===== config.mk =====
export PLATFORM = sky130hd
export DESIGN_NAME = ecl_loader
export DESIGN_NICKNAME = d
export VERILOG_FILES = /design/src/ecl_pkg.sv /design/src/ecl_loader.sv
export SDC_FILE = /design/constraint.sdc
export NUM_CORES = 1
export LEC_CHECK = 0
export BUFFER_PORTS_ARGS = -buffer_cell sky130_fd_sc_hd__buf_2
export CAP_MARGIN = 0
export CORE_MARGIN = 8
export CORE_UTILIZATION = 59
export DETAILED_ROUTE_END_ITERATION = 7
export PLACE_DENSITY = 0.78
export SYNTH_ARGS = -nofsm -noshare
export SYNTH_HDL_FRONTEND = slang
export SYNTH_SLANG_ARGS = --single-unit

===== constraint.sdc =====
create_clock -name clk -period 2.9 [get_ports clk]
set_clock_uncertainty 0.05 [all_clocks]
set_input_delay 0.435 -clock clk [delete_from_list [all_inputs] [get_ports clk]]
set_output_delay 0.435 -clock clk [all_outputs]
set_load 0.1 [all_outputs]

===== src/ecl_pkg.sv =====
// Constants shared by the configuration image loader.
// Assumes one 50 MHz clock domain and a byte-wide EEPROM read engine.
package ecl_pkg;
    // ========================================
    // Image layout
    localparam logic [7:0] ECL_HDR_ADDR = 8'h00;
    localparam logic [7:0] ECL_HDR_LEN = 8'h03;
    localparam int ECL_BIT_CRC = 7;
    localparam int ECL_BIT_MAP = 6;
    localparam int ECL_BIT_BIG = 5;
    localparam int ECL_BIT_COM = 4;
    localparam logic [7:0] ECL_IDX_BASE = 8'h03;
    localparam logic [7:0] ECL_ENT2_LEN = 8'h02;
    localparam logic [7:0] ECL_ENT3_LEN = 8'h03;
    localparam logic [7:0] ECL_DATA2 = 8'h83;
    localparam logic [7:0] ECL_DATA3 = 8'hC3;
    localparam logic [7:0] ECL_PAGE_LEN = 8'h04;
    localparam logic [6:0] ECL_SA_MIN = 7'h18;
    localparam logic [6:0] ECL_SA_MAX = 7'h27;
    localparam logic [7:0] ECL_CRC_POLY = 8'h07;
    localparam logic [7:0] ECL_CRC_INIT = 8'h00;
    // ========================================
    // Register map and reset values
    localparam logic [7:0] ECL_REG_CTRL = 8'h00;
    localparam logic [7:0] ECL_REG_STAT = 8'h04;
    localparam logic [7:0] ECL_REG_HDR = 8'h08;
    localparam logic [7:0] ECL_REG_CH0 = 8'h10;
    localparam logic [7:0] ECL_REG_CH1 = 8'h14;
    localparam logic [7:0] ECL_REG_CH2 = 8'h18;
    localparam logic [7:0] ECL_REG_CH3 = 8'h1C;
    localparam int ECL_CTRL_GO = 0;
    localparam int ECL_CTRL_SA_LSB = 8;
    localparam logic [6:0] ECL_SA_RST = 7'h18;
    localparam logic ECL_GO_RST = 1'b1;
    // ========================================
    // Sequencer states and read phases
    typedef enum logic [2:0] {
        ECL_S_IDLE = 3'b000,
        ECL_S_REQ = 3'b001,
        ECL_S_WAIT = 3'b010,
        ECL_S_NEXT = 3'b011,
        ECL_S_CHAN = 3'b100,
        ECL_S_APPLY = 3'b101
    } ecl_state_t;
    typedef enum logic [1:0] {
        ECL_PH_HDR = 2'b00,
        ECL_PH_ENT = 2'b01,
        ECL_PH_DAT = 2'b10
    } ecl_phase_t;
endpackage


===== src/ecl_loader.sv =====
// Configuration image loader: walks an EEPROM image and applies channel pages.
// Assumes a same-clock EEPROM engine that returns eep_len bytes per request.
//
// Decided for this implementation: the address map and the Wishbone interface to the registers.
`timescale 1ns/1ns
`default_nettype none
// Notes on behaviour
// - Three header bytes at addresses 0..2 are read first as global setup.
// - Header bits 7 and 6 both set: check per-page CRC; otherwise no CRC check at all.
// - Header bit 6 set: use slot index; clear: data follows header directly.
// - Header bit 4 set: one page for all channels; clear: page per channel.
// - Device count bits 3:0 hold devices minus one and are ignored.
// - Each EEPROM burst after the 3-byte header read is limited to header byte 2 bytes, or one byte when that byte is zero.
// - A channel page is 4 bytes; slot is 16 bytes or 4 when shared.
// - Index byte 0 holds the 8-bit CRC for that entry's channel page.
// - Index byte 1 is the start address of the page data.
// - Index reserves 16 devices of four channels: 128 or 192 bytes.
// - Address 0x18 device reads entries 0x03..0x0A, channels ascending.
// - Slot address 0x18..0x27 picks 8-byte or 12-byte blocks from 0x03.
// - Indexed data starts at 0x83 for 2-byte or 0xC3 for 3-byte entries.
// - CRC-8 runs over header, index entry bytes after byte 0 and page data bytes.
module ecl_loader import ecl_pkg::*; (
    input wire logic clk,
    input wire logic rstn,
    input wire logic wb_cyc_i,
    input wire logic wb_stb_i,
    input wire logic wb_we_i,
    input wire logic [7:0] wb_adr_i,
    input wire logic [3:0] wb_sel_i,
    input wire logic [31:0] wb_dat_i,
    output logic [31:0] wb_dat_o,
    output logic wb_ack_o,
    output logic eep_req,
    output logic [7:0] eep_addr,
    output logic [7:0] eep_len,
    input wire logic eep_rvalid,
    input wire logic [7:0] eep_rdata,
    input wire logic eep_err,
    output logic [31:0] cfg_ch0,
    output logic [31:0] cfg_ch1,
    output logic [31:0] cfg_ch2,
    output logic [31:0] cfg_ch3,
    output logic cfg_apply,
    output logic load_busy
);
    // ========================================
    // CRC-8 step, MSB first
    function automatic logic [7:0] crc8(input logic [7:0] c, input logic [7:0] d);
        logic [7:0] r;
        r = c ^ d;
        for (int i = 0; i < 8; i++) begin
            r = r[7] ? ((r << 1) ^ ECL_CRC_POLY) : (r << 1);
        end
        return r;
    endfunction

    ecl_state_t st_q;
    ecl_phase_t ph_q;
    logic [7:0] rd_addr_q, rd_left_q, bst_left_q;
    logic [7:0] hdr0_q, hdr1_q, hdr2_q;
    logic [1:0] ch_q, idx_q;
    logic [7:0] crc_q, hcrc_q, crc_exp_q, start_q;
    logic [31:0] page_q;
    logic [31:0] shadow_q [4];
    logic [6:0] sa_q;
    logic go_q, done_q, crc_err_q, ext_err_q, slot_err_q;

    // ========================================
    // Image geometry
    wire logic crc_en = hdr0_q[ECL_BIT_CRC];
    wire logic map_en = hdr0_q[ECL_BIT_MAP];
    wire logic big_img = hdr0_q[ECL_BIT_BIG];
    wire logic com_en = hdr0_q[ECL_BIT_COM];
    wire logic [7:0] ent_len = big_img ? ECL_ENT3_LEN : ECL_ENT2_LEN;
    wire logic [7:0] data_min = big_img ? ECL_DATA3 : ECL_DATA2;
    wire logic [7:0] slot = {4'h0, 4'(sa_q - ECL_SA_MIN)};
    wire logic [7:0] ch8 = {6'h00, ch_q};
    // Block stride is 8 or 12 bytes per slot, entry stride 2 or 3 per channel
    wire logic [7:0] blk_off = big_img ? 8'((slot << 3) + (slot << 2)) : 8'(slot << 3);
    wire logic [7:0] ent_off = big_img ? 8'((ch8 << 1) + ch8) : 8'(ch8 << 1);
    wire logic [7:0] ent_addr = 8'(ECL_IDX_BASE + blk_off + ent_off);
    wire logic [7:0] raw_addr = 8'(ECL_HDR_LEN + (ch8 << 2));
    wire logic slot_ok = (sa_q >= ECL_SA_MIN) && (sa_q <= ECL_SA_MAX);
    // A zero burst size would stall the engine, so it is read as one byte
    wire logic [7:0] bst_max = (ph_q == ECL_PH_HDR) ? ECL_HDR_LEN :
        ((hdr2_q == 8'h00) ? 8'h01 : hdr2_q);
    wire logic [7:0] bst_len = (rd_left_q < bst_max) ? rd_left_q : bst_max;
    wire logic crc_bad = crc_en && map_en && (crc_q != crc_exp_q);
    wire logic last_ch = com_en || (ch_q == 2'd3);
    wire logic [7:0] crc_nx = crc8(crc_q, eep_rdata);

    // ========================================
    // Wishbone slave
    wire logic wb_hit = wb_cyc_i && wb_stb_i && !wb_ack_o;
    wire logic wr_ctrl = wb_hit && wb_we_i && (wb_adr_i == ECL_REG_CTRL);
    wire logic go_wr = wr_ctrl && wb_sel_i[0] && wb_dat_i[ECL_CTRL_GO];
    wire logic sa_wr = wr_ctrl && wb_sel_i[1] && (st_q == ECL_S_IDLE);
    wire logic [31:0] stat_w = {27'h0, slot_err_q, ext_err_q, crc_err_q, done_q, load_busy};
    wire logic [31:0] rd_mux =
        (wb_adr_i == ECL_REG_CTRL) ? {17'h0, sa_q, 7'h0, go_q} :
        (wb_adr_i == ECL_REG_STAT) ? stat_w :
        (wb_adr_i == ECL_REG_HDR) ? {8'h00, hdr2_q, hdr1_q, hdr0_q} :
        (wb_adr_i == ECL_REG_CH0) ? cfg_ch0 :
        (wb_adr_i == ECL_REG_CH1) ? cfg_ch1 :
        (wb_adr_i == ECL_REG_CH2) ? cfg_ch2 :
        (wb_adr_i == ECL_REG_CH3) ? cfg_ch3 : 32'h0000_0000;

    always_ff @(posedge clk or negedge rstn) begin
        if (!rstn) begin
            wb_ack_o <= 1'b0;
            wb_dat_o <= 32'h0000_0000;
            sa_q <= ECL_SA_RST;
        end else begin
            wb_ack_o <= wb_hit;
            wb_dat_o <= wb_hit ? rd_mux : 32'h0000_0000;
            if (sa_wr) begin
                sa_q <= wb_dat_i[ECL_CTRL_SA_LSB +: 7];
            end
        end
    end

    // ========================================
    // Load sequencer
    always_ff @(posedge clk or negedge rstn) begin
        if (!rstn) begin
            st_q <= ECL_S_IDLE;
            ph_q <= ECL_PH_HDR;
            go_q <= ECL_GO_RST;
            rd_addr_q <= 8'h00;
            rd_left_q <= 8'h00;
            bst_left_q <= 8'h00;
            hdr0_q <= 8'h00;
            hdr1_q <= 8'h00;
            hdr2_q <= 8'h00;
            ch_q <= 2'd0;
            idx_q <= 2'd0;
            crc_q <= ECL_CRC_INIT;
            hcrc_q <= ECL_CRC_INIT;
            crc_exp_q <= 8'h00;
            start_q <= 8'h00;
            page_q <= 32'h0000_0000;
            for (int i = 0; i < 4; i++) begin
                shadow_q[i] <= 32'h0000_0000;
            end
            eep_req <= 1'b0;
            eep_addr <= 8'h00;
            eep_len <= 8'h00;
            cfg_ch0 <= 32'h0000_0000;
            cfg_ch1 <= 32'h0000_0000;
            cfg_ch2 <= 32'h0000_0000;
            cfg_ch3 <= 32'h0000_0000;
            cfg_apply <= 1'b0;
            load_busy <= 1'b0;
            done_q <= 1'b0;
            crc_err_q <= 1'b0;
            ext_err_q <= 1'b0;
            slot_err_q <= 1'b0;
        end else begin
            eep_req <= 1'b0;
            cfg_apply <= 1'b0;
            if (go_wr) begin
                go_q <= 1'b1;
            end
            case (st_q)
                ECL_S_IDLE: begin
                    if (go_q) begin
                        // Power-up load and software start share this path
                        go_q <= go_wr;
                        load_busy <= 1'b1;
                        done_q <= 1'b0;
                        crc_err_q <= 1'b0;
                        ext_err_q <= 1'b0;
                        slot_err_q <= 1'b0;
                        ph_q <= ECL_PH_HDR;
                        rd_addr_q <= ECL_HDR_ADDR;
                        rd_left_q <= ECL_HDR_LEN;
                        idx_q <= 2'd0;
                        crc_q <= ECL_CRC_INIT;
                        st_q <= ECL_S_REQ;
                    end
                end
                ECL_S_REQ: begin
                    eep_req <= 1'b1;
                    eep_addr <= rd_addr_q;
                    eep_len <= bst_len;
                    bst_left_q <= bst_len;
                    st_q <= ECL_S_WAIT;
                end
                ECL_S_WAIT: begin
                    if (eep_err) begin
                        ext_err_q <= 1'b1;
                        load_busy <= 1'b0;
                        st_q <= ECL_S_IDLE;
                    end else if (eep_rvalid) begin
                        idx_q <= idx_q + 2'd1;
                        rd_addr_q <= rd_addr_q + 8'h01;
                        rd_left_q <= rd_left_q - 8'h01;
                        bst_left_q <= bst_left_q - 8'h01;
                        // Byte 0 of an entry is the expected CRC, never part of the sum
                        if (!(ph_q == ECL_PH_ENT && idx_q == 2'd0)) begin
                            crc_q <= crc_nx;
                        end
                        case (ph_q)
                            ECL_PH_HDR: begin
                                // Device count bits are kept for software only
                                if (idx_q == 2'd0) hdr0_q <= eep_rdata;
                                if (idx_q == 2'd1) hdr1_q <= eep_rdata;
                                if (idx_q == 2'd2) hdr2_q <= eep_rdata;
                            end
                            ECL_PH_ENT: begin
                                if (idx_q == 2'd0) crc_exp_q <= eep_rdata;
                                // Upper start bits are not supported and dropped
                                if (idx_q == 2'd1) start_q <= eep_rdata;
                            end
                            default: begin
                                page_q <= {page_q[23:0], eep_rdata};
                            end
                        endcase
                        if (rd_left_q == 8'h01) begin
                            st_q <= ECL_S_NEXT;
                        end else if (bst_left_q == 8'h01) begin
                            st_q <= ECL_S_REQ;
                        end
                    end
                end
                ECL_S_NEXT: begin
                    idx_q <= 2'd0;
                    case (ph_q)
                        ECL_PH_HDR: begin
                            hcrc_q <= crc_q;
                            ch_q <= 2'd0;
                            if (map_en && !slot_ok) begin
                                slot_err_q <= 1'b1;
                                load_busy <= 1'b0;
                                st_q <= ECL_S_IDLE;
                            end else begin
                                st_q <= ECL_S_CHAN;
                            end
                        end
                        ECL_PH_ENT: begin
                            // Zeroed or stray entries point into the index
                            if (start_q < data_min) begin
                                slot_err_q <= 1'b1;
                                load_busy <= 1'b0;
                                st_q <= ECL_S_IDLE;
                            end else begin
                                ph_q <= ECL_PH_DAT;
                                rd_addr_q <= start_q;
                                rd_left_q <= ECL_PAGE_LEN;
                                st_q <= ECL_S_REQ;
                            end
                        end
                        default: begin
                            shadow_q[ch_q] <= page_q;
                            if (crc_bad) begin
                                crc_err_q <= 1'b1;
                                load_busy <= 1'b0;
                                st_q <= ECL_S_IDLE;
                            end else if (last_ch) begin
                                st_q <= ECL_S_APPLY;
                            end else begin
                                ch_q <= ch_q + 2'd1;
                                st_q <= ECL_S_CHAN;
                            end
                        end
                    endcase
                end
                ECL_S_CHAN: begin
                    crc_q <= hcrc_q;
                    if (map_en) begin
                        ph_q <= ECL_PH_ENT;
                        rd_addr_q <= ent_addr;
                        rd_left_q <= ent_len;
                    end else begin
                        ph_q <= ECL_PH_DAT;
                        rd_addr_q <= raw_addr;
                        rd_left_q <= ECL_PAGE_LEN;
                    end
                    st_q <= ECL_S_REQ;
                end
                ECL_S_APPLY: begin
                    // Outputs change only here, after every page has passed
                    cfg_ch0 <= shadow_q[0];
                    cfg_ch1 <= com_en ? shadow_q[0] : shadow_q[1];
                    cfg_ch2 <= com_en ? shadow_q[0] : shadow_q[2];
                    cfg_ch3 <= com_en ? shadow_q[0] : shadow_q[3];
                    cfg_apply <= 1'b1;
                    done_q <= 1'b1;
                    load_busy <= 1'b0;
                    st_q <= ECL_S_IDLE;
                end
                default: begin
                    st_q <= ECL_S_IDLE;
                end
            endcase
        end
    end
endmodule
`default_nettype wire


==> impl_results.md <==
* Status: completed
* Die Span X at 202 um
* Areal power density over the cells at 794 mW/mm^2
* Clock root buffer: sky130_fd_sc_hd__clkbuf_16
* Via count of the first global-routing pass at 15.7k
* Part of the Yosys area used for sequential elements at a little over half
* Crit Path Max Fanout at 6
* Time the final worst path needs with I/O delays and setup at approximately 2600 ps
* Number of synthesized register bits at 441
* Xor and xnor area share after synthesis at 1.54%
* Combinational share of power at about 26%
* Static leakage at 11.9 nW
* Clock network fraction of total power at 33.3%
* Top cell type's share of synthesized area at around 54%
* Number of hold-slack violations in the final timing report at 0
* Peak clock frequency supported by timing at 0.381 GHz
* Power Internal at 0.0125 W
* Switching power total at 0.00647 W
* Worst max-slew margin expressed relative to the limit at 22.8%
* Largest net degree at the start of global routing at 225
* Max Buffers Root-to-Sink at 3
* Adder and majority cell fraction of the synthesized area at roughly 1.9%
* Hold WS at 72.5 ps
* Number of buffer cells added on primary ports at 212
* Post-synth net total at 1,884
* GRT Residual Overflow at 0
* Die footprint at around 0.04 mm^2
* Total of max-cap violations at 0
* Critical Path Source Type: flop
* Simple-gate portion of the synthesized area at between 10% and 20%
* GR met1 Demand/Resource at about two fifths
* Via count normalized by instance count at 6.09
* Fillers at 2,407
* Final core utilization at a little over two thirds
* Number of CTS-inserted buffers at 45
* Grt peak-use layer: met2
* Sum of internal, switching and leakage power at between 0.015 and 0.02 W
* Final Setup Violations at 0
* Post-CTS sizing at 0
* Global router's overall resource usage at 28.2%
* Vias after detailed routing at roughly 15k
* Transition time at the pin with the least slew margin at about 1200 ps
* Arrival time at the worst endpoint at 3010 ps
* Initial Util at slightly below 60%
* Synthesized area per cell at 11.4 um^2
* Post-synthesis instance area at a little over 0.02 mm^2
* Fraction of final layout cells with drive strength greater than 1 at 29.4%
* Number of warning messages in the yosys log at 0
* Worst-path clk slew at 60 ps
* Number of H-tree levels at 2
* Worst-Skew Late Latency at between 500 and 600 ps
* Hold/Removal Path Class: input port to flop
* Y dimension of the die at 202 um
* Core region area at 0.0343 mm^2
* Number of antenna violations at the first check in global routing at 3
* RSZ-0062 raised after global routing: false
* Final worst-path setup slack at 278 ps
* Post-synthesis cell type with the largest combined area: sky130_fd_sc_hd__dfrtp_1
* Residual DRC count at 0
* Max-slew violation count at 0
* Cell count after synthesis at 1,795
* Tcrit/Tclk final at 90.4%
* Net count of the finished layout at roughly 2.1k
* Required time reported for the critical path endpoint at 3280 ps
* Top-level port count at 239
* Largest family of logic cells by synthesized area: multiplexers
* Detailed Route WL at 57,300 um
* Ys flop type: sky130_fd_sc_hd__dfrtp_1
* Multiplexer fraction of the synthesized cell area at 18.2%
* Sinks on the clock net at 441
* Grt met3 use at 5.62%
* Peak ir drop on the vdd network at 0.000667 V
* Switching power as a share of total power at 34.1%
* Kind of end point of the critical path: flop
* Met2 Usage GRT at 43.7%
* Dpl hpwl at 39,500 um
* Number of flops mapped to enable cells by yosys at 0
* Number of nets with antenna violations after routing at 0
* Area fraction in compound gates after synthesis at a little under an eighth
* Number of distinct library cell variants in the gate-level netlist after synthesis at 80
* Worst slack at placement at roughly 330 ps
* Sum of negative setup slack at 0 ps
* TritonCTS clock tree: built
* Routability congestion estimate at just over 0.9
* Synth-to-layout area growth at 17.1%
* Sequential share of power at 40.9%
* Critical Setup Path Class: flop to flop
* Wire length of the first global-routing pass at between 90,000 and 100,000 um
* Leading post-synthesis cells by cell area: sky130_fd_sc_hd__dfrtp_1 54%, sky130_fd_sc_hd__mux2_2 10%, sky130_fd_sc_hd__mux2i_1 5.7%, sky130_fd_sc_hd__nand2_1 5.6%, sky130_fd_sc_hd__o21ai_0 3.5%
* DR WL/cell at around 23 um
* Pre-antenna DRT Iters at 8
* Share of flip-flops with an asynchronous set or reset after synthesis at 100%
* Placement Rows at 68
* Count of routing violations after the opening detailed-route iteration at between 1k and 1.5k
==> kinds of logic (layout without fill, tap and decap cells) <==
group,Yosys count,count (layout)
xor gates and xnor gates,36,36
buffers and inverters,126,384
adders and majority gates,30,30
AOI/OAI and AO/OA,364,364
DFF,441,441
other,0,1
and+or+nand+nor,465,465
muxes,333,333
==> timing repair <==
item | 4_1_cts | 5_1_grt
setup buffers | 0 | 0
hold buffers | 1 | 0
hold endpoints to repair | 65 | 0
==> worst max-delay path: stages, from the launching register on <==
cell	delay (ps)
sky130_fd_sc_hd__dfrtp_1	460
sky130_fd_sc_hd__ha_1	260
sky130_fd_sc_hd__fa_1	430
sky130_fd_sc_hd__xor2_1	190
sky130_fd_sc_hd__mux2_2	280
sky130_fd_sc_hd__or3_1	420
sky130_fd_sc_hd__xnor2_1	150
sky130_fd_sc_hd__a221o_1	290
==> final cells by class <==
class	instances	area [um^2]	share of cell area, %
Antenna cell	1	2.50	0.0105
Clock buffer	64	1320	5.52
Clock inverter	19	315	1.32
Inverter	25	95.1	0.398
Multi-Input combinational cell	1228	8870	37.1
Sequential cell	441	11000	46.2
Tap cell	455	569	2.38
Timing Repair Buffer	276	1690	7.08
==> through the flow <==
step | instance area (um^2) | std cells
floorplan | 20400 | 1795
detailed placement | 22300 | 2424
finish | 23900 | 2509
global placement | 22300 | 2424
global route | 23900 | 2509
CTS | 23900 | 2508
==> routing by layer <==
| metal | share of wire (%) | wire (um) |
|---|---|---|
| met2 | 45 | 26000 |
| met1 | 42 | 24000 |
| met5 | 0.024 | 14 |
| met4 | 5.0 | 2870 |
| met3 | 7.7 | 4380 |
==> placed cells by master, fill, tap and decap left out, types with 8 or more instances in the layout <==
master	synthesis	layout
sky130_fd_sc_hd__buf_2	21	211
sky130_fd_sc_hd__mux2_2	187	187
sky130_fd_sc_hd__a22oi_1	27	27
sky130_fd_sc_hd__a31oi_1	12	12
sky130_fd_sc_hd__mux2i_1	116	116
sky130_fd_sc_hd__nand4_1	9	9
sky130_fd_sc_hd__buf_4	0	52
sky130_fd_sc_hd__and3_1	8	8
sky130_fd_sc_hd__nor3_1	17	17
sky130_fd_sc_hd__clkbuf_8	0	10
sky130_fd_sc_hd__clkbuf_1	69	8
sky130_fd_sc_hd__a222oi_1	20	20
sky130_fd_sc_hd__nand3_1	15	15
sky130_fd_sc_hd__a21oi_1	67	67
sky130_fd_sc_hd__buf_12	0	11
sky130_fd_sc_hd__nor2_1	42	41
sky130_fd_sc_hd__nand2_1	307	307
sky130_fd_sc_hd__clkinv_2	1	8
sky130_fd_sc_hd__xor2_1	8	8
sky130_fd_sc_hd__mux2_4	30	30
sky130_fd_sc_hd__o21ai_0	144	143
sky130_fd_sc_hd__dfrtp_1	438	437
sky130_fd_sc_hd__o211ai_1	9	9
sky130_fd_sc_hd__xnor2_1	28	28
sky130_fd_sc_hd__ha_1	29	29
sky130_fd_sc_hd__or3_1	10	10
sky130_fd_sc_hd__clkbuf_16	0	46
sky130_fd_sc_hd__bufinv_16	0	8
sky130_fd_sc_hd__inv_1	22	22
==> cells in the mapped netlist (15+ instances only) <==
library cell and instances:
sky130_fd_sc_hd__a21oi_1 67, sky130_fd_sc_hd__a222oi_1 20, sky130_fd_sc_hd__a22oi_1 27, sky130_fd_sc_hd__buf_2 21
sky130_fd_sc_hd__clkbuf_1 69, sky130_fd_sc_hd__dfrtp_1 438, sky130_fd_sc_hd__ha_1 29, sky130_fd_sc_hd__inv_1 22
sky130_fd_sc_hd__mux2_2 187, sky130_fd_sc_hd__mux2_4 30, sky130_fd_sc_hd__mux2i_1 116, sky130_fd_sc_hd__nand2_1 307
sky130_fd_sc_hd__nand3_1 15, sky130_fd_sc_hd__nor2_1 42, sky130_fd_sc_hd__nor3_1 17, sky130_fd_sc_hd__o21ai_0 144
sky130_fd_sc_hd__xnor2_1 28
==> final timing paths <==
check | cells after the start | slack (ps) | startpoint | to
max | 7 | 280 | sa_q[1] | rd_addr_q[6]
min | 2 | 70 | wb_dat_i[12] | sa_q[4]
max reg2reg | 7 | 280 | sa_q[1] | rd_addr_q[6]
min reg2reg | 2 | 420 | eep_addr[1] | eep_addr[1]
max in group asynchronous | 3 | 1360 | rstn | shadow_q[37]
min in group asynchronous | 2 | 450 | rstn | crc_exp_q[0]
==> power by group through the flow <==
stage               Sequential (W)  Clock, W  Combinational (W)
CTS                        0.00773   0.00639            0.00487
finish                     0.00776   0.00632            0.00490
floorplan                  0.00807         0            0.00307
global route               0.00783   0.00665            0.00531
global placement           0.00781         0            0.00471
detailed placement         0.00783         0            0.00484
==> sequential cells by signal, summed over array words and instances (netlist names), 32 cells and up <==
| register | count |
|---|---|
| cfg_ch2 | 32 |
| cfg_ch1 | 32 |
| wb_dat_o | 32 |
| cfg_ch0 | 32 |
| shadow_q | 128 |
| page_q | 32 |
| cfg_ch3 | 32 |
Power figures use the tool's default switching activity.
